[src/hw/event_manager_pkg.sv]
/*
 Constants, carrier structs and state types shared by the event manager,
 its per-peripheral slices and the bus fault recorder.
 Assumes one 40 MHz system clock and an active-low asynchronous reset.
*/
package event_manager_pkg;

	// ****************************************************
	// Sizes
	// ****************************************************
	localparam int N_PERIPH = 17;
	localparam int FLAG_W = 16;
	localparam int NMI_W = 2;
	localparam int CAUSE_W = 4;
	localparam int XTAL_CNT_W = 8;
	localparam int WDOG_CNT_W = 27;

	// ****************************************************
	// Field positions
	// ****************************************************
	localparam int NMI_XTAL = 0;
	localparam int NMI_WDOG = 1;
	localparam int CAUSE_WIDTH = 0;
	localparam int CAUSE_PROT = 1;
	localparam int CAUSE_RSVD = 2;
	localparam int CAUSE_MISS = 3;
	localparam logic [1:0] SIZE_WORD = 2'h2;

	// ****************************************************
	// Timing
	// ****************************************************
	localparam int CLK_KHZ = 40000;
	localparam int CLK_PERIOD_NS = 25;
	localparam int WDOG_TIMEOUT_MS = 1792;
	localparam int WDOG_TIMEOUT_CYCLES = WDOG_TIMEOUT_MS * CLK_KHZ;
	localparam int XTAL_TIMEOUT_NS = 2000;
	localparam int XTAL_TIMEOUT_CYCLES =
		(XTAL_TIMEOUT_NS + CLK_PERIOD_NS - 1) / CLK_PERIOD_NS;
	localparam logic [XTAL_CNT_W-1:0] XTAL_LAST =
		XTAL_CNT_W'(XTAL_TIMEOUT_CYCLES - 1);

	// ****************************************************
	// Types
	// ****************************************************
	typedef logic [FLAG_W-1:0] flag_vec_t;
	typedef enum logic [1:0] {XTAL_RUN, XTAL_SWITCH, XTAL_FAILED} xtal_st_t;

	typedef struct packed {
		logic valid;
		logic write;
		logic privileged;
		logic [1:0] size;
		logic [1:0] addr_lo;
		logic apb_target;
		logic sys_periph;
		logic prot_ram;
		logic [11:0] blk_off;
		logic [11:0] last_reg_off;
		logic past_mem_top;
	} access_t;

	typedef struct packed {
		flag_vec_t flags;
		flag_vec_t mask;
		logic miss;
		logic irq;
	} slice_state_t;

	typedef struct packed {
		logic [CAUSE_W-1:0] cause;
		logic fault;
		logic hard;
	} fault_state_t;

	typedef struct packed {
		logic [2:0] xtal_sync;
		logic [1:0] done_sync;
		xtal_st_t xtal_st;
		logic [XTAL_CNT_W-1:0] xtal_cnt;
		logic rc_sel;
		logic [WDOG_CNT_W-1:0] wdog_cnt;
		logic [NMI_W-1:0] nmi_flags;
		logic nmi;
	} top_state_t;

	// ****************************************************
	// Values after reset
	// ****************************************************
	localparam slice_state_t SLICE_RST = '{
		flags: 16'h0000, mask: 16'h0000, miss: 1'b0, irq: 1'b0};
	localparam fault_state_t FAULT_RST = '{
		cause: 4'h0, fault: 1'b0, hard: 1'b0};
	localparam top_state_t TOP_RST = '{
		xtal_sync: 3'h0, done_sync: 2'h0, xtal_st: XTAL_RUN,
		xtal_cnt: 8'h00, rc_sel: 1'b0, wdog_cnt: 27'h000_0000,
		nmi_flags: 2'h0, nmi: 1'b0};

endpackage

[src/hw/second_level_event_manager.sv]
/*
 Second-level event manager: per-peripheral flag slices, the two
 non-maskable sources (crystal loss with clock fallback, watchdog) and
 the bus fault cause recorder.
 Assumes peripheral events and software strobes are synchronous to clk;
 the crystal beat and clock switch acknowledge arrive asynchronously.
*/
`timescale 1ns/1ps
module second_level_event_manager import event_manager_pkg::*; #(
	parameter int unsigned WDOG_CYCLES = WDOG_TIMEOUT_CYCLES
) (
	// Clock and reset
	input logic clk,
	input logic resetn,
	// Peripheral events
	input logic [N_PERIPH-1:0][FLAG_W-1:0] periph_event,
	// Software strobes
	input logic [N_PERIPH-1:0] cfg_wr,
	input logic [N_PERIPH-1:0][FLAG_W-1:0] cfg_wdata,
	input logic [N_PERIPH-1:0][FLAG_W-1:0] flag_clr_bits,
	input logic [N_PERIPH-1:0] miss_clr,
	input logic [NMI_W-1:0] nmi_clr,
	input logic [CAUSE_W-1:0] cause_clr,
	// Clock monitor
	input logic sclk_on_xtal,
	input logic xtal_beat,
	input logic clk_switch_done,
	// Watchdog
	input logic wdog_active,
	input logic wdog_restart,
	// Observed bus access
	input access_t bus_access,
	// Peripheral state and requests
	output logic [N_PERIPH-1:0][FLAG_W-1:0] event_pending_flags,
	output logic [N_PERIPH-1:0][FLAG_W-1:0] event_enable_mask,
	output logic [N_PERIPH-1:0] miss_flags,
	output logic [N_PERIPH-1:0] periph_irq,
	// Non-maskable request and clock fallback
	output logic [NMI_W-1:0] nmi_flags,
	output logic nmi_req,
	output logic rc_clk_sel,
	// Bus faults
	output logic [CAUSE_W-1:0] bus_fault_cause_reg,
	output logic bus_fault_req,
	output logic hard_fault_req
);
	localparam logic [WDOG_CNT_W-1:0] WDOG_LAST =
		WDOG_CNT_W'(WDOG_CYCLES - 1);

	top_state_t s_q, s_d;
	logic xtal_edge;
	logic xtal_lost;
	logic xtal_event;
	logic wdog_hit;

	// ****************************************************
	// Crystal activity
	// ****************************************************
	// Edges are taken from the second and third stages only
	assign xtal_edge = s_q.xtal_sync[2] ^ s_q.xtal_sync[1];
	assign xtal_lost = s_q.xtal_st == XTAL_RUN && sclk_on_xtal &&
		!xtal_edge && s_q.xtal_cnt == XTAL_LAST;

	// ****************************************************
	// Next state
	// ****************************************************
	always_comb begin
		s_d = s_q;
		xtal_event = 1'b0;
		wdog_hit = 1'b0;
		s_d.xtal_sync = {s_q.xtal_sync[1:0], xtal_beat};
		s_d.done_sync = {s_q.done_sync[0], clk_switch_done};

		case (s_q.xtal_st)
			XTAL_RUN: begin
				if (xtal_edge) begin
					s_d.xtal_cnt = 8'h00;
				end else if (s_q.xtal_cnt != XTAL_LAST) begin
					s_d.xtal_cnt = s_q.xtal_cnt + 8'h01;
				end
				// Fall back without waiting for software
				if (xtal_lost) begin
					s_d.rc_sel = 1'b1;
					s_d.xtal_st = XTAL_SWITCH;
				end
			end
			XTAL_SWITCH: begin
				// Flag only once the clock mux reports the switch
				if (s_q.done_sync[1]) begin
					xtal_event = 1'b1;
					s_d.xtal_st = XTAL_FAILED;
				end
			end
			XTAL_FAILED: begin
				// Stays on the RC clock until reset
				s_d.rc_sel = 1'b1;
			end
			default: begin
				s_d.xtal_st = XTAL_RUN;
			end
		endcase

		// Watchdog counts while active; saturates so it fires once
		if (!wdog_active || wdog_restart) begin
			s_d.wdog_cnt = 27'h000_0000;
		end else if (s_q.wdog_cnt != WDOG_CNT_W'(WDOG_CYCLES)) begin
			s_d.wdog_cnt = s_q.wdog_cnt + 27'h000_0001;
			wdog_hit = s_q.wdog_cnt == WDOG_LAST;
		end

		// Set wins over a same-cycle clear
		s_d.nmi_flags = s_q.nmi_flags & ~nmi_clr;
		s_d.nmi_flags[NMI_XTAL] = s_d.nmi_flags[NMI_XTAL] | xtal_event;
		s_d.nmi_flags[NMI_WDOG] = s_d.nmi_flags[NMI_WDOG] | wdog_hit;
		s_d.nmi = |s_d.nmi_flags;
	end

	always_ff @(posedge clk or negedge resetn) begin
		if (!resetn) begin
			s_q <= TOP_RST;
		end else begin
			s_q <= s_d;
		end
	end

	assign nmi_flags = s_q.nmi_flags;
	assign nmi_req = s_q.nmi;
	assign rc_clk_sel = s_q.rc_sel;

	// ****************************************************
	// Peripheral slices
	// ****************************************************
	for (genvar i = 0; i < N_PERIPH; i++) begin : g_slice
		event_slice u_slice (
			.clk(clk),
			.resetn(resetn),
			.event_in(periph_event[i]),
			.cfg_wr(cfg_wr[i]),
			.cfg_wdata(cfg_wdata[i]),
			.clr_bits(flag_clr_bits[i]),
			.miss_clr(miss_clr[i]),
			.flags(event_pending_flags[i]),
			.mask(event_enable_mask[i]),
			.miss(miss_flags[i]),
			.irq(periph_irq[i])
		);

		property p_flag_set;
			@(posedge clk) disable iff (!resetn)
			periph_event[i] != 16'h0000 |=>
				(event_pending_flags[i] & $past(periph_event[i])) ==
				$past(periph_event[i]);
		endproperty
		a_flag_set: assert property (p_flag_set)
			else $error("event did not set its flag");

		property p_flag_clr;
			@(posedge clk) disable iff (!resetn)
			flag_clr_bits[i] != 16'h0000 |=>
				(event_pending_flags[i] & $past(flag_clr_bits[i]) &
				~$past(periph_event[i])) == 16'h0000;
		endproperty
		a_flag_clr: assert property (p_flag_clr)
			else $error("write one did not clear flag");

		property p_flag_keep;
			@(posedge clk) disable iff (!resetn)
			event_pending_flags[i] != 16'h0000 |=>
				($past(event_pending_flags[i]) &
				~$past(flag_clr_bits[i]) &
				~event_pending_flags[i]) == 16'h0000;
		endproperty
		a_flag_keep: assert property (p_flag_keep)
			else $error("flag lost without a clear");

		property p_mask_load;
			@(posedge clk) disable iff (!resetn)
			cfg_wr[i] |=> event_enable_mask[i] == $past(cfg_wdata[i]);
		endproperty
		a_mask_load: assert property (p_mask_load)
			else $error("enable mask not loaded");

		property p_irq_level;
			@(posedge clk) disable iff (!resetn)
			periph_irq[i] ==
				|(event_pending_flags[i] & event_enable_mask[i]);
		endproperty
		a_irq_level: assert property (p_irq_level)
			else $error("request differs from enabled flags");

		property p_irq_hold;
			@(posedge clk) disable iff (!resetn)
			periph_irq[i] && !cfg_wr[i] &&
				(flag_clr_bits[i] & event_pending_flags[i] &
				event_enable_mask[i]) == 16'h0000 |=>
				periph_irq[i];
		endproperty
		a_irq_hold: assert property (p_irq_hold)
			else $error("request dropped with flags pending");

		property p_late_enable;
			@(posedge clk) disable iff (!resetn)
			cfg_wr[i] && (cfg_wdata[i] & event_pending_flags[i] &
				~flag_clr_bits[i]) != 16'h0000 |=> periph_irq[i];
		endproperty
		a_late_enable: assert property (p_late_enable)
			else $error("pending flag not propagated on enable");

		property p_miss_set;
			@(posedge clk) disable iff (!resetn)
			(periph_event[i] & event_enable_mask[i] &
				event_pending_flags[i]) != 16'h0000 |=> miss_flags[i];
		endproperty
		a_miss_set: assert property (p_miss_set)
			else $error("repeated event not marked missed");

		property p_miss_clr;
			@(posedge clk) disable iff (!resetn)
			miss_clr[i] && (periph_event[i] & event_enable_mask[i] &
				event_pending_flags[i]) == 16'h0000 |=> !miss_flags[i];
		endproperty
		a_miss_clr: assert property (p_miss_clr)
			else $error("missed indicator not cleared");
	end

	// ****************************************************
	// Bus fault causes
	// ****************************************************
	bus_fault_recorder u_fault (
		.clk(clk),
		.resetn(resetn),
		.acc(bus_access),
		.cause_clr(cause_clr),
		.cause(bus_fault_cause_reg),
		.fault(bus_fault_req),
		.hard(hard_fault_req)
	);

	// ****************************************************
	// Checks
	// ****************************************************
	property p_nmi_src;
		@(posedge clk) disable iff (!resetn)
		nmi_req == (nmi_flags[NMI_XTAL] || nmi_flags[NMI_WDOG]);
	endproperty
	a_nmi_src: assert property (p_nmi_src)
		else $error("NMI not tied to its two sources");

	property p_xtal_switch;
		@(posedge clk) disable iff (!resetn)
		xtal_lost |=> rc_clk_sel && s_q.xtal_st == XTAL_SWITCH &&
			!nmi_flags[NMI_XTAL];
	endproperty
	a_xtal_switch: assert property (p_xtal_switch)
		else $error("crystal loss did not select RC clock");

	property p_xtal_flag;
		@(posedge clk) disable iff (!resetn)
		$rose(nmi_flags[NMI_XTAL]) |->
			rc_clk_sel && $past(s_q.xtal_st) == XTAL_SWITCH;
	endproperty
	a_xtal_flag: assert property (p_xtal_flag)
		else $error("crystal flag before clock switch");

	property p_wdog_fire;
		@(posedge clk) disable iff (!resetn)
		$rose(nmi_flags[NMI_WDOG]) |-> $past(s_q.wdog_cnt) == WDOG_LAST;
	endproperty
	a_wdog_fire: assert property (p_wdog_fire)
		else $error("watchdog flag at wrong count");

	property p_wdog_restart;
		@(posedge clk) disable iff (!resetn)
		wdog_restart |=> s_q.wdog_cnt == 27'h000_0000 &&
			!$rose(nmi_flags[NMI_WDOG]);
	endproperty
	a_wdog_restart: assert property (p_wdog_restart)
		else $error("watchdog restart ignored");

	property p_width;
		@(posedge clk) disable iff (!resetn)
		bus_access.valid && bus_access.apb_target &&
			bus_access.size != SIZE_WORD |=>
			bus_fault_cause_reg[CAUSE_WIDTH] && bus_fault_req;
	endproperty
	a_width: assert property (p_width)
		else $error("narrow access not flagged");

	property p_protect;
		@(posedge clk) disable iff (!resetn)
		bus_access.valid && bus_access.write &&
			!bus_access.privileged && bus_access.prot_ram |=>
			bus_fault_cause_reg[CAUSE_PROT] && bus_fault_req;
	endproperty
	a_protect: assert property (p_protect)
		else $error("unprivileged write not flagged");

	property p_reserved;
		@(posedge clk) disable iff (!resetn)
		bus_access.valid && bus_access.past_mem_top |=>
			bus_fault_cause_reg[CAUSE_RSVD] && bus_fault_req;
	endproperty
	a_reserved: assert property (p_reserved)
		else $error("reserved address not flagged");

	property p_missed;
		@(posedge clk) disable iff (!resetn)
		bus_fault_req && $past(bus_fault_cause_reg) != 4'h0 |->
			hard_fault_req && bus_fault_cause_reg[CAUSE_MISS];
	endproperty
	a_missed: assert property (p_missed)
		else $error("second fault not marked missed");

	property p_reset_quiet;
		@(posedge clk) disable iff (!resetn)
		$rose(resetn) |-> periph_irq == '0 && !nmi_req &&
			miss_flags == '0;
	endproperty
	a_reset_quiet: assert property (p_reset_quiet)
		else $error("request active after reset");
endmodule

[src/hw/event_slice.sv]
/*
 One peripheral's flag, enable mask and missed indicator, with its
 level request to the top-level controller.
 Assumes events and software strobes come from logic on clk.
*/
`timescale 1ns/1ps
module event_slice import event_manager_pkg::*; (
	// Clock and reset
	input logic clk,
	input logic resetn,
	// Events and software strobes
	input flag_vec_t event_in,
	input logic cfg_wr,
	input flag_vec_t cfg_wdata,
	input flag_vec_t clr_bits,
	input logic miss_clr,
	// State
	output flag_vec_t flags,
	output flag_vec_t mask,
	output logic miss,
	output logic irq
);
	slice_state_t s_q, s_d;

	always_comb begin
		s_d = s_q;
		if (cfg_wr) begin
			s_d.mask = cfg_wdata;
		end
		// Set wins over a same-cycle clear
		s_d.flags = (s_q.flags & ~clr_bits) | event_in;
		s_d.miss = (s_q.miss & ~miss_clr) |
			(|(event_in & s_q.mask & s_q.flags));
		s_d.irq = |(s_d.flags & s_d.mask);
	end

	always_ff @(posedge clk or negedge resetn) begin
		if (!resetn) begin
			s_q <= SLICE_RST;
		end else begin
			s_q <= s_d;
		end
	end

	assign flags = s_q.flags;
	assign mask = s_q.mask;
	assign miss = s_q.miss;
	assign irq = s_q.irq;
endmodule

[src/hw/bus_fault_recorder.sv]
/*
 Classifies observed bus accesses into fault causes and keeps them as
 sticky bits, with bus fault and hard fault pulses.
 Assumes the access descriptor is valid for one clk cycle per access.
*/
`timescale 1ns/1ps
module bus_fault_recorder import event_manager_pkg::*; (
	// Clock and reset
	input logic clk,
	input logic resetn,
	// Access and software clear
	input access_t acc,
	input logic [CAUSE_W-1:0] cause_clr,
	// Results
	output logic [CAUSE_W-1:0] cause,
	output logic fault,
	output logic hard
);
	fault_state_t s_q, s_d;
	logic [CAUSE_W-1:0] hit;
	logic second;

	always_comb begin
		s_d = s_q;
		hit = '0;
		hit[CAUSE_WIDTH] = acc.valid && acc.apb_target &&
			(acc.size != SIZE_WORD || acc.addr_lo != 2'h0);
		hit[CAUSE_PROT] = acc.valid && acc.write && !acc.privileged &&
			(acc.sys_periph || acc.prot_ram);
		hit[CAUSE_RSVD] = acc.valid && ((acc.apb_target &&
			acc.blk_off > acc.last_reg_off) || acc.past_mem_top);
		// A cause already held makes this one a second fault
		second = (|hit) && (|s_q.cause);
		hit[CAUSE_MISS] = second;
		s_d.cause = (s_q.cause & ~cause_clr) | hit;
		s_d.fault = |hit;
		s_d.hard = second;
	end

	always_ff @(posedge clk or negedge resetn) begin
		if (!resetn) begin
			s_q <= FAULT_RST;
		end else begin
			s_q <= s_d;
		end
	end

	assign cause = s_q.cause;
	assign fault = s_q.fault;
	assign hard = s_q.hard;
endmodule

[config.mk]
export PLATFORM = sky130hd
export DESIGN_NAME = second_level_event_manager
export DESIGN_NICKNAME = d
export VERILOG_FILES = /design/src/hw/event_manager_pkg.sv /design/src/hw/second_level_event_manager.sv /design/src/hw/event_slice.sv /design/src/hw/bus_fault_recorder.sv
export SDC_FILE = /design/constraint.sdc
export NUM_CORES = 1
export LEC_CHECK = 0
export ABC_AREA = 1
export BUFFER_PORTS_ARGS = -buffer_cell sky130_fd_sc_hd__buf_2
export CAP_MARGIN = 40
export CORE_AREA = 5 5 570 572
export CTS_BUF_LIST = sky130_fd_sc_hd__clkbuf_2
export DETAILED_ROUTE_END_ITERATION = 7
export DIE_AREA = 0 0 575 577
export HOLD_SLACK_MARGIN = 0.03
export SLEW_MARGIN = 20
export SYNTH_ARGS = -nofsm -noshare
export SYNTH_HDL_FRONTEND = slang
export SYNTH_HIERARCHICAL = 1
export SYNTH_SLANG_ARGS = --single-unit
[constraint.sdc]
create_clock -name clk -period 2.1 [get_ports clk]
set_input_delay 0.63 -clock clk [delete_from_list [all_inputs] [get_ports clk]]
set_output_delay 0.63 -clock clk [all_outputs]
set_load 0.005 [all_outputs]
==> impl_results.md, run 1 <==
* TritonCTS buffer count at 193
* Final Wtd Congestion at 0.977
* Die Wd at 575 µm
* Status: did not finish
* Buffers added on ports at 1485
* Error message: [ERROR RSZ-0060] Max buffer count reached.
* Post-synthesis xor/xnor area fraction at 0.170%
* Top FF cell, synth: dfrtp_1
* Post-synthesis compound-gate area fraction at 2.21%
* Core Rows at 208
* Clk buf depth at 4
* Largest family of logic cells by synthesized area: simple AND/OR/NAND/NOR gates
* Pre-CTS setup slack at -0.116 ns
* Simple-gate share of the synthesized area at 35.1%
* Synth Instances at 3999
* Syn. warnings at 6
* Mean Syn Cell Area at 7.72 µm²
* Syn Nets at 4912
* Synth Cell Area at 0.0309 mm²
* CTS Root Cell: clkbuf_2
* Sequential share of the synthesized area at 51.0%
* DPL Wire Length at 262000 µm
* Post-CTS Resized at 651
* Synthesized flop and latch total at 630
* Die Y-Extent at 577 µm
* Setup bufs post-CTS at 500
* H-tree depth at 4
* Synth Area in Adders at 0.608%
* Post-synth ARST share at 100%
* Ports at 1486
* Mux cell area share after synthesis at 0%
* Synth cell types at 32
* Initial Util at 9.67%
* Hold-fix buffers, CTS at 2111
* Last stage: clock tree synthesis
* Num Clock Sinks at 630
* Post-synth EDFFs at 0
==> Yosys cell counts, types with 2 or more instances <==
| cell | instances | area share, % |
|---|---|---|
| dfrtp_1 | 630 | 51 |
| o21ai_0 | 20 | 0.32 |
| o21bai_1 | 68 | 1.7 |
| xnor2_1 | 2 | 0.057 |
| inv_1 | 705 | 8.6 |
| buf_8 | 17 | 0.83 |
| nor2_4 | 6 | 0.22 |
| nor2_2 | 10 | 0.20 |
| xor2_1 | 4 | 0.11 |
| a21oi_1 | 9 | 0.15 |
| inv_2 | 3 | 0.036 |
| nand2_2 | 352 | 7.1 |
| nor2_1 | 146 | 1.8 |
| nand2_1 | 1543 | 19 |
| buf_6 | 17 | 0.62 |
| inv_4 | 17 | 0.34 |
| nand3_1 | 324 | 5.2 |
| nor3_1 | 4 | 0.065 |
| ha_1 | 15 | 0.61 |
| nand4_1 | 76 | 1.5 |
| buf_4 | 20 | 0.49 |
==> per-stage QoR <==
step / instances / area [µm²] / utilization [%]
after floorplan: 3999 / 30900 / -
after global placement: 9705 / 43700 / 13.7
after detailed placement: 9705 / 43700 / 13.7
==> cells by family after synthesis <==
group                      count (synthesis)
and+or+nand+nor                         2467
buffers and inverters                    781
DFF                                      630
AOI/OAI and AO/OA                        100
adders and majority gates                 15
xor gates and xnor gates                   6
==> run 2: changes to the inputs <==
- CORE_AREA: 5 5 570 572 -> 5 5 568 570
- CTS_BUF_LIST: sky130_fd_sc_hd__clkbuf_2 -> unset
- DIE_AREA: 0 0 575 577 -> 0 0 573 575
- HOLD_SLACK_MARGIN: 0.03 -> unset
- PLACE_DENSITY_LB_ADDON: unset -> 0.15
==> impl_results.md, run 2 <==
* Pre-CTS setup slack at 0.105 ns
* Wire length on met2 at 121000 µm
* Drc violations at 0
* Clock transition at path regs at 0.06 ns
* Critical path buffers and inverters at 1
* Largest net degree at the start of global routing at 87
* Static Leakage at 28.9 nW
* DPL Wire Length at 223000 µm
* Syn. warnings at 6
* R2R setup slack at 0.28 ns
* Sequential share of the synthesized area at 51.0%
* Most common cell after layout, fill and taps aside: nand2_1
* Layout cells sized above 1 at 38.6%
* Final WS setup at -0.0299 ns
* Critical path type: flop to primary output
* Max_cap viols at 0
* Via count of the first global-routing pass at 38000
* Fin crit share at 101%
* Die area at 0.329 mm²
* Clk_skew at 0.0353 ns
* Core Rows at 207
* CP Data Required Time at 1.47 ns
* Routed vias at 35600
* Initial Util at 9.75%
* Mean Syn Cell Area at 7.72 µm²
* Clk buf depth at 4
* Relative max-transition margin at 52.1%
* Worst path max stage delay at 0.55 ns
* Yosys top cell by area: dfrtp_1
* Power per cell area at 731 mW/mm²
* Die Wd at 573 µm
* Num Clock Sinks at 630
* Synth Instances at 3999
* Final setup vio count at 3
* Crit path cell chain: buf_6
* WL/cell at 24.3 µm
* Synth Cell Area at 0.0309 mm²
* Buffers added on ports at 1485
* Syn Nets at 4912
* TritonCTS buffer count at 97
* Crit start category: flop
* Most common cell in the netlist: nand2_1
* Final min period at 2.13 ns
* Critical Path AT at 1.50 ns
* Top-area cell type share of the netlist area at 51.0%
* Setup TNS at -0.0436 ns
* Wl on met1 at 103000 µm
* Worst skew pair latency at 0.80 ns
* Layout area overhead at 77.3%
* Post-Layout Cell Count at 10600
* Max Fclk at 0.470 GHz
* Synth top area cells: dfrtp_1, nand2_1, inv_1
* Top FF cell, synth: dfrtp_1
* Synth cell types at 32
* Core ar. at 0.317 mm²
* Global-route wire length before repair at 342000 µm
* DR top layer: met5
* Ports at 1486
* Crit-path slowest cell: dfrtp_4
* Die Y-Extent at 575 µm
* Post-synth EDFFs at 0
* GRT Util Overall at 15.1%
* Status: finished with violations
* CTS tree: yes
* DR iter-0 viols at 1705
* H-tree depth at 3
* Hold Crit Class: input port to flop
* Slew Limit Fails at 0
* Post-Route WL at 259000 µm
* Total gr overflow at 0
* Final Wtd Congestion at 0.905
* Max Fanout on Critical Path at 2
* Post-synth ARST share at 100%
* Final nets at 7239
* Slew @ Worst Pin at 0.718 ns
* Commonest cells in the netlist: nand2_1, inv_1, dfrtp_1
* Critical Path End Type: primary output
* Routed vias/inst at 3.34
* Cell family with the largest share of critical-path delay: flip-flops
* Highest-count cells in the layout ignoring fill and taps: nand2_1, buf_2, inv_1, dfrtp_1, dlygate4sd3_1
* Failing checks: setup timing
* Max IR drop VDD at 0.549 mV
* Initial antenna violation count at 219
* Met3 WL at 26800 µm
* Synthesized flop and latch total at 630
* Final hold vios at 0
* DRT Pass-1 Iters at 7
* Placed insts at 9684
* RSZ-0062 raised after global routing: true
* CTS Root Cell: clkbuf_16
* Routed Antenna Nets at 0
[run 2: stage by stage]
step / power, W / hold slack, ns / utilization [%] / area, µm²
2_1_floorplan: 0.0163 / 0.331 / - / 30900
3_3_place_gp: 0.0209 / 0.331 / 13.8 / 43700
3_5_place_dp: 0.0208 / 0.335 / 13.8 / 43700
4_1_cts: 0.0411 / 0.000373 / 17.2 / 54600
5_1_grt: 0.0422 / 0.0241 / 17.3 / 54700
6_report: 0.0400 / 0.0948 / 17.3 / 54800
[run 2: cell type report]
class / instances / area [µm²]
clock buffers: 134 / 2780
diodes: 55 / 138
well taps: 4180 / 5230
repair buffers: 2284 / 15600
multi-input cells: 2588 / 11800
flip-flops and latches: 630 / 15900
clock inverters: 42 / 627
inverters: 725 / 2760
fillers: 36400 / 262000
[run 2: cell families after synthesis]
logic type	Yosys count	synth area share, %
XOR/XNOR	6	0.170
flip-flops	630	51.0
AND/OR/NAND/NOR	2467	35.1
adder cells (fa/ha/maj)	15	0.608
buffers and inverters	781	10.9
AO/OA/AOI/OAI	100	2.21
[run 2: report_power, final]
part           internal, W  total (W)  switching [W]
combinational      0.00367    0.00828        0.00461
sequential          0.0131     0.0140       0.000910
clock               0.0109     0.0178        0.00694
total               0.0276     0.0400         0.0125
[run 2: routing by layer]
layer,vias up,track usage [%]
met5,-,0
met1,16700,17.6
met2,1458,25.6
met4,138,3.57
met3,450,6.50
li1,16800,-
[run 2: path summary, 6_finish.rpt]
kind | from | end | depth (start not counted)
min in group asynchronous | resetn | g_slice[4].u_slice/flags[3] | 2
setup / recovery | g_slice[9].u_slice/mask[10] | event_enable_mask[154] | 1
hold / removal | periph_event[130] | g_slice[8].u_slice/flags[2] | 3
hold reg to reg | s_d[44] | s_d[45] | 0
max in group asynchronous | resetn | g_slice[15].u_slice/mask[9] | 3
setup reg to reg | s_q[31] | s_q[38] | 6
[run 2: repair_timing]
action                                 4_1_cts  5_1_grt
resized for setup                          328        4
hold buffers                               434        0
gates cloned                                 0        0
buffers inserted                           281        8
endpoints found under the hold margin      415        0
setup endpoints to repair                  331       64
[run 2: worst min-delay path, cell delays in order]
cell	delay, ns
buf_2	0.09
inv_1	0.03
nand2_1	0.09
No activity file was read; power rests on OpenSTA's default activity.
==> run 3: changes to the inputs <==
- CELL_PAD_IN_SITES_DETAIL_PLACEMENT: unset -> 0
- CELL_PAD_IN_SITES_GLOBAL_PLACEMENT: unset -> 1
- CORE_AREA: 5 5 568 570 -> 5 5 576 578
- DIE_AREA: 0 0 573 575 -> 0 0 581 583
- SKIP_LAST_GASP: unset -> 1
==> impl_results.md, run 3 (same netlist as run 2, synthesis figures left out) <==
* Status: finished with violations
* Failing checks: setup timing
* Part of the power in combinational logic at 20.7%
* Reg2Reg Launch Point: s_q[31]
* CTS tree: yes
* Initial Util at 9.47%
* Worst-case reg-to-reg path depth at 6
* Final hold vios at 0
* Slew Limit Fails at 0
* WL/cell at 23.2 µm
* Critical Path End Type: primary output
* Fin Hold WS at 0.0996 ns
* Final WS setup at -0.0208 ns
* Final Wtd Congestion at 0.836
* Highest-count cells in the layout ignoring fill and taps: nand2_1, buf_2, inv_1, dfrtp_1, dlygate4sd3_1
* Crit-path slowest cell: dfrtp_2
* Layout cells sized above 1 at 38.2%
* Layout area overhead at 73.2%
* Die area at 0.339 mm²
* Max_cap viols at 0
* Crit path cell chain: buf_6
* Routed Antenna Nets at 0
* H-tree depth at 3
* Hold_sp: flag_clr_bits[216]
* Pre-CTS setup slack at 0.105 ns
* Final setup vio count at 1
* DPL Wire Length at 213000 µm
* Die Y-Extent at 583 µm
* Final instance area at 0.0535 mm²
* Clock transition at path regs at 0.06 ns
* Power per cell area at 726 mW/mm²
* Post-DP Area at 0.0438 mm²
* Seq pwr share at 35.9%
* Final min period at 2.12 ns
* Largest net degree at the start of global routing at 63
* CTS Root Cell: clkbuf_16
* Post-Route WL at 247000 µm
* RSZ-0062 raised after global routing: true
* Critical path buffers and inverters at 1
* Met3 WL at 19500 µm
* Drc violations at 0
* Fin crit share at 101%
* CP Data Required Time at 1.47 ns
* Most common cell after layout, fill and taps aside: nand2_1
* Worst skew pair latency at 0.81 ns
* Core ar. at 0.326 mm²
* Via count of the first global-routing pass at 37300
* Clock network power share at 43.4%
* Final nets at 7123
* GRT Util Overall at 14.1%
* Worst path max stage delay at 0.52 ns
* Slew @ Worst Pin at 0.659 ns
* Wl on met1 at 104000 µm
* Max Fanout on Critical Path at 1
* Max Fclk at 0.472 GHz
* Critical path type: flop to primary output
* Total power at 0.0388 W
* Max IR drop VDD at 0.475 mV
* Clk_skew at 0.0413 ns
* Setup TNS at -0.0208 ns
* Initial antenna violation count at 171
* Relative max-transition margin at 56.0%
* DR iter-0 viols at 1530
* Static Leakage at 28.2 nW
* Routed vias/inst at 3.24
* Cell family with the largest share of critical-path delay: flip-flops
* Global-route wire length before repair at 330000 µm
* Ports at 1486
* Core Rows at 210
* Clk buf depth at 4
* Wire length on met2 at 118000 µm
* Hold Crit Class: input port to flop
* DRT Pass-1 Iters at 5
* TritonCTS buffer count at 98
* Hold path depth at 2
* Critical Path AT at 1.49 ns
* Buffers added on ports at 1485
* Switching power share of the total at 31.7%
* Worst R2R End: s_q[38]
* Die Wd at 581 µm
* Routed vias at 34600
* R2R setup slack at 0.33 ns
* DR top layer: met5
* # fillers at 37600
* Worst Hold Path EP: g_slice[13].u_slice/flags[8]
* Crit start category: flop
* Num Clock Sinks at 630
* Internal power at 0.0265 W
* NetSw at 0.0123 W
* Total gr overflow at 0
-- run 3: cell types whose count changed in the layout (fill, tap and decap cells not counted), sizes merged --
cell / delta
bufinv: -9
clkbuf: +20
buf: -52
clkinv: -1
clkinvlp: -7
dlygate4sd3: -65
inv: -5
diode: -36
-- run 3: how the worst max path moves through the flow --
stage                            from                to  slack (ns)  depth (start not counted)
4_1_cts        g_slice[8].u_slice/irq     periph_irq[8]       -0.16                          1
3_5_place_dp            bus_access[8]  u_fault/cause[3]        0.11                         14
5_1_grt        g_slice[8].u_slice/irq     periph_irq[8]       -0.13                          1
2_1_floorplan          bus_access[12]  u_fault/cause[3]        0.36                         15
3_3_place_gp           bus_access[10]  u_fault/cause[3]        0.03                         16
6_report       g_slice[8].u_slice/irq     periph_irq[8]       -0.02                          1
-- run 3: area by class of cell --
cell class | instances | area (µm²) | share of cell area [%]
flip-flops and latches | 630 | 15900 | 29.6
clock inverters | 20 | 241 | 0.451
diodes | 19 | 47.5 | 0.0889
multi-input cells | 2588 | 11800 | 22.0
repair buffers | 2167 | 14500 | 27.1
inverters | 725 | 2760 | 5.17
clock buffers | 154 | 2930 | 5.48
well taps | 4346 | 5440 | 10.2
-- run 3: power groups by stage --
stage               clock network (W)  logic (W)  registers, W
global route                   0.0181    0.00890        0.0140
finish                         0.0169    0.00804        0.0139
floorplan                           0    0.00236        0.0140
CTS                            0.0178    0.00834        0.0140
detailed placement                  0    0.00660        0.0143
global placement                    0    0.00662        0.0143
-- run 3: layer usage --
metal	track usage (%)	vias to the layer above
met2	24.4	1231
li1	-	16500
met1	16.9	16300
met5	0	-
met4	2.27	112
met3	4.95	426
-- run 3: repair_timing --
action / in CTS / in global routing
hold endpoints to repair: 460 / 0
gates resized for setup: 316 / 2
setup endpoints to repair: 283 / 43
hold buffers: 369 / 0
setup buffers: 246 / 5
-- run 3: stage by stage --
step,instances,utilization [%]
after floorplan,3999,-
after CTS,10600,16.4
after global routing,10600,16.4
after global placement,9838,13.4
final,10600,16.4
after detailed placement,9838,13.4
==> run 4: changes to the inputs <==
- CELL_PAD_IN_SITES_GLOBAL_PLACEMENT: 1 -> 2
- CORE_AREA: 5 5 576 578 -> 5 5 582 584
- DIE_AREA: 0 0 581 583 -> 0 0 587 589
- PLACE_DENSITY_LB_ADDON: 0.15 -> 0.1
- TNS_END_PERCENT: unset -> 50
==> impl_results.md, run 4 (same netlist as run 2, synthesis figures left out) <==
* Core ar. at 0.333 mm²
* Layout cells sized above 1 at 36.2%
* Fin Hold WS at 0.107 ns
* Clk buf depth at 4
* RSZ-0062 raised after global routing: true
* Max Fclk at 0.476 GHz
* Worst setup path endpoint: periph_irq[11]
* Seq pwr share at 35.3%
* Critical Path AT at 1.47 ns
* GRT Util Overall at 14.1%
* Worst setup path startpoint: g_slice[11].u_slice/irq
* Final nets at 7363
* Hold Crit Class: input port to flop
* H-tree depth at 3
* Slew Limit Fails at 0
* Critical path type: flop to primary output
* TritonCTS buffer count at 104
* Routed Antenna Nets at 0
* Met1 GRT Util at 14.8%
* DPL Wire Length at 214000 µm
* Relative max-transition margin at 56.3%
* Drc violations at 0
* Crit path cell chain: buf_8 > buf_6
* Largest net degree at the start of global routing at 73
* Ports at 1486
* Num Clock Sinks at 630
* Final hold vios at 0
* Post-Route WL at 253000 µm
* Initial antenna violation count at 202
* Highest-count cells in the layout ignoring fill and taps: nand2_1, buf_2, inv_1, dlygate4sd3_1, dfrtp_1
* Internal power at 0.0271 W
* Total gr overflow at 0
* Layout area overhead at 82.8%
* DRT Pass-1 Iters at 4
* CTS tree: yes
* CP Data Required Time at 1.47 ns
* Slew @ Worst Pin at 0.655 ns
* DR iter-0 viols at 1315
* R2R setup slack at 0.35 ns
* Crit start category: flop
* Max Fanout on Critical Path at 1
* Routed vias/inst at 3.22
* Static Leakage at 29.2 nW
* Fin crit share at 100%
* Cell family with the largest share of critical-path delay: flip-flops
* Status: finished with violations
* Crit-path slowest cell: dfrtp_1
* Buffers added on ports at 1485
* NetSw at 0.0126 W
* Clock network power share at 43.6%
* Critical path buffers and inverters at 2
* Critical Path End Type: primary output
* Final min period at 2.10 ns
* Initial Util at 9.29%
* WL/cell at 23.1 µm
* Switching power share of the total at 31.7%
* Final WS setup at -0.00264 ns
* WP depth at 2
* Most common cell after layout, fill and taps aside: nand2_1
* Final setup vio count at 1
* Met3 usage at 5.59%
* Worst path max stage delay at 0.38 ns
* Final Wtd Congestion at 0.802
* Clk_skew at 0.0235 ns
* Via count of the first global-routing pass at 38900
* Reg2Reg Launch Point: s_q[4]
* Worst-case reg-to-reg path depth at 8
* Global-route wire length before repair at 337000 µm
* Part of the power in combinational logic at 21.1%
* Worst skew pair latency at 0.80 ns
* Power per cell area at 702 mW/mm²
* Die area at 0.346 mm²
* Clock transition at path regs at 0.05 ns
* Pre-CTS setup slack at -0.305 ns
* Max_cap viols at 0
* M2 GR Usage at 25.3%
* Gr busiest metal: met2
* Final core utilization at 17.0%
* Setup TNS at -0.00264 ns
* Die Y-Extent at 589 µm
* Failing checks: setup timing
* Max IR drop VDD at 0.578 mV
* Worst R2R End: s_q[21]
* Routed vias at 35200
* CTS Root Cell: clkbuf_16
* Die Wd at 587 µm
* Core Rows at 212
==> run 4: cell count changes in the layout (fill, tap and decap cells not counted), sizes merged <==
cell,before,now
dlygate4sd3,369,643
buf,1798,1758
diode,19,55
clkbuf,154,145
bufinv,4,6
clkinvlp,0,2
clkinv,15,14
==> run 4: tightest hold or removal path, stage by stage <==
cell	delay, ns
buf_2	0.08
nand2_1	0.08
nand2_2	0.09
==> run 4: worst min path at each step <==
stage                           start                           end  slack, ns  cells after the start
finish                 cfg_wdata[120]    g_slice[7].u_slice/mask[8]       0.11                      3
global route        periph_event[157]  g_slice[9].u_slice/flags[13]       0.04                      2
CTS                 periph_event[157]  g_slice[9].u_slice/flags[13]    0.00003                      2
detailed placement            s_d[42]                       s_q[42]       0.35                      0
global placement              s_d[42]                       s_q[42]       0.35                      0
floorplan                      resetn   g_slice[0].u_slice/flags[0]       0.33                      0
==> run 4: power by group through the flow <==
stage / combinational [W] / clock [W] / sequential [W]
after floorplan: 0.00236 / 0 / 0.0140
after global placement: 0.00655 / 0 / 0.0143
after detailed placement: 0.00651 / 0 / 0.0143
after CTS: 0.00876 / 0.0184 / 0.0140
after global routing: 0.00932 / 0.0186 / 0.0141
final: 0.00838 / 0.0173 / 0.0140
==> run 4: through the flow <==
step / cells / total power (W) / cell area (µm²)
finish: 11000 / 0.0396 / 56500
global route: 10900 / 0.0420 / 56400
CTS: 10900 / 0.0412 / 56300
detailed placement: 9883 / 0.0208 / 44000
global placement: 9883 / 0.0209 / 44000
floorplan: 3999 / 0.0163 / 30900
==> run 4: per-layer routing <==
metal  part of all wire [%]  vias to the layer above
met1                     37                    16500
li1                       -                    17000
met3                    8.7                      465
met5                   0.32                        -
met4                    4.4                      128
met2                     50                     1165
==> run 4: cell type report <==
cell class | instances | area [µm²]
Sequential cell | 630 | 15900
Clock buffer | 145 | 2880
Timing Repair Buffer | 2401 | 17300
Inverter | 725 | 2760
Tap cell | 4387 | 5490
Fill cell | 38500 | 276000
Multi-Input combinational cell | 2588 | 11800
Antenna cell | 55 | 138
Clock inverter | 23 | 308
==> run 4: what timing repair did <==
item,in CTS,in global routing
setup buffers,201,4
resized for setup,373,5
hold buffers,643,0
hold endpoints to repair,607,0
setup endpoints to repair,464,82
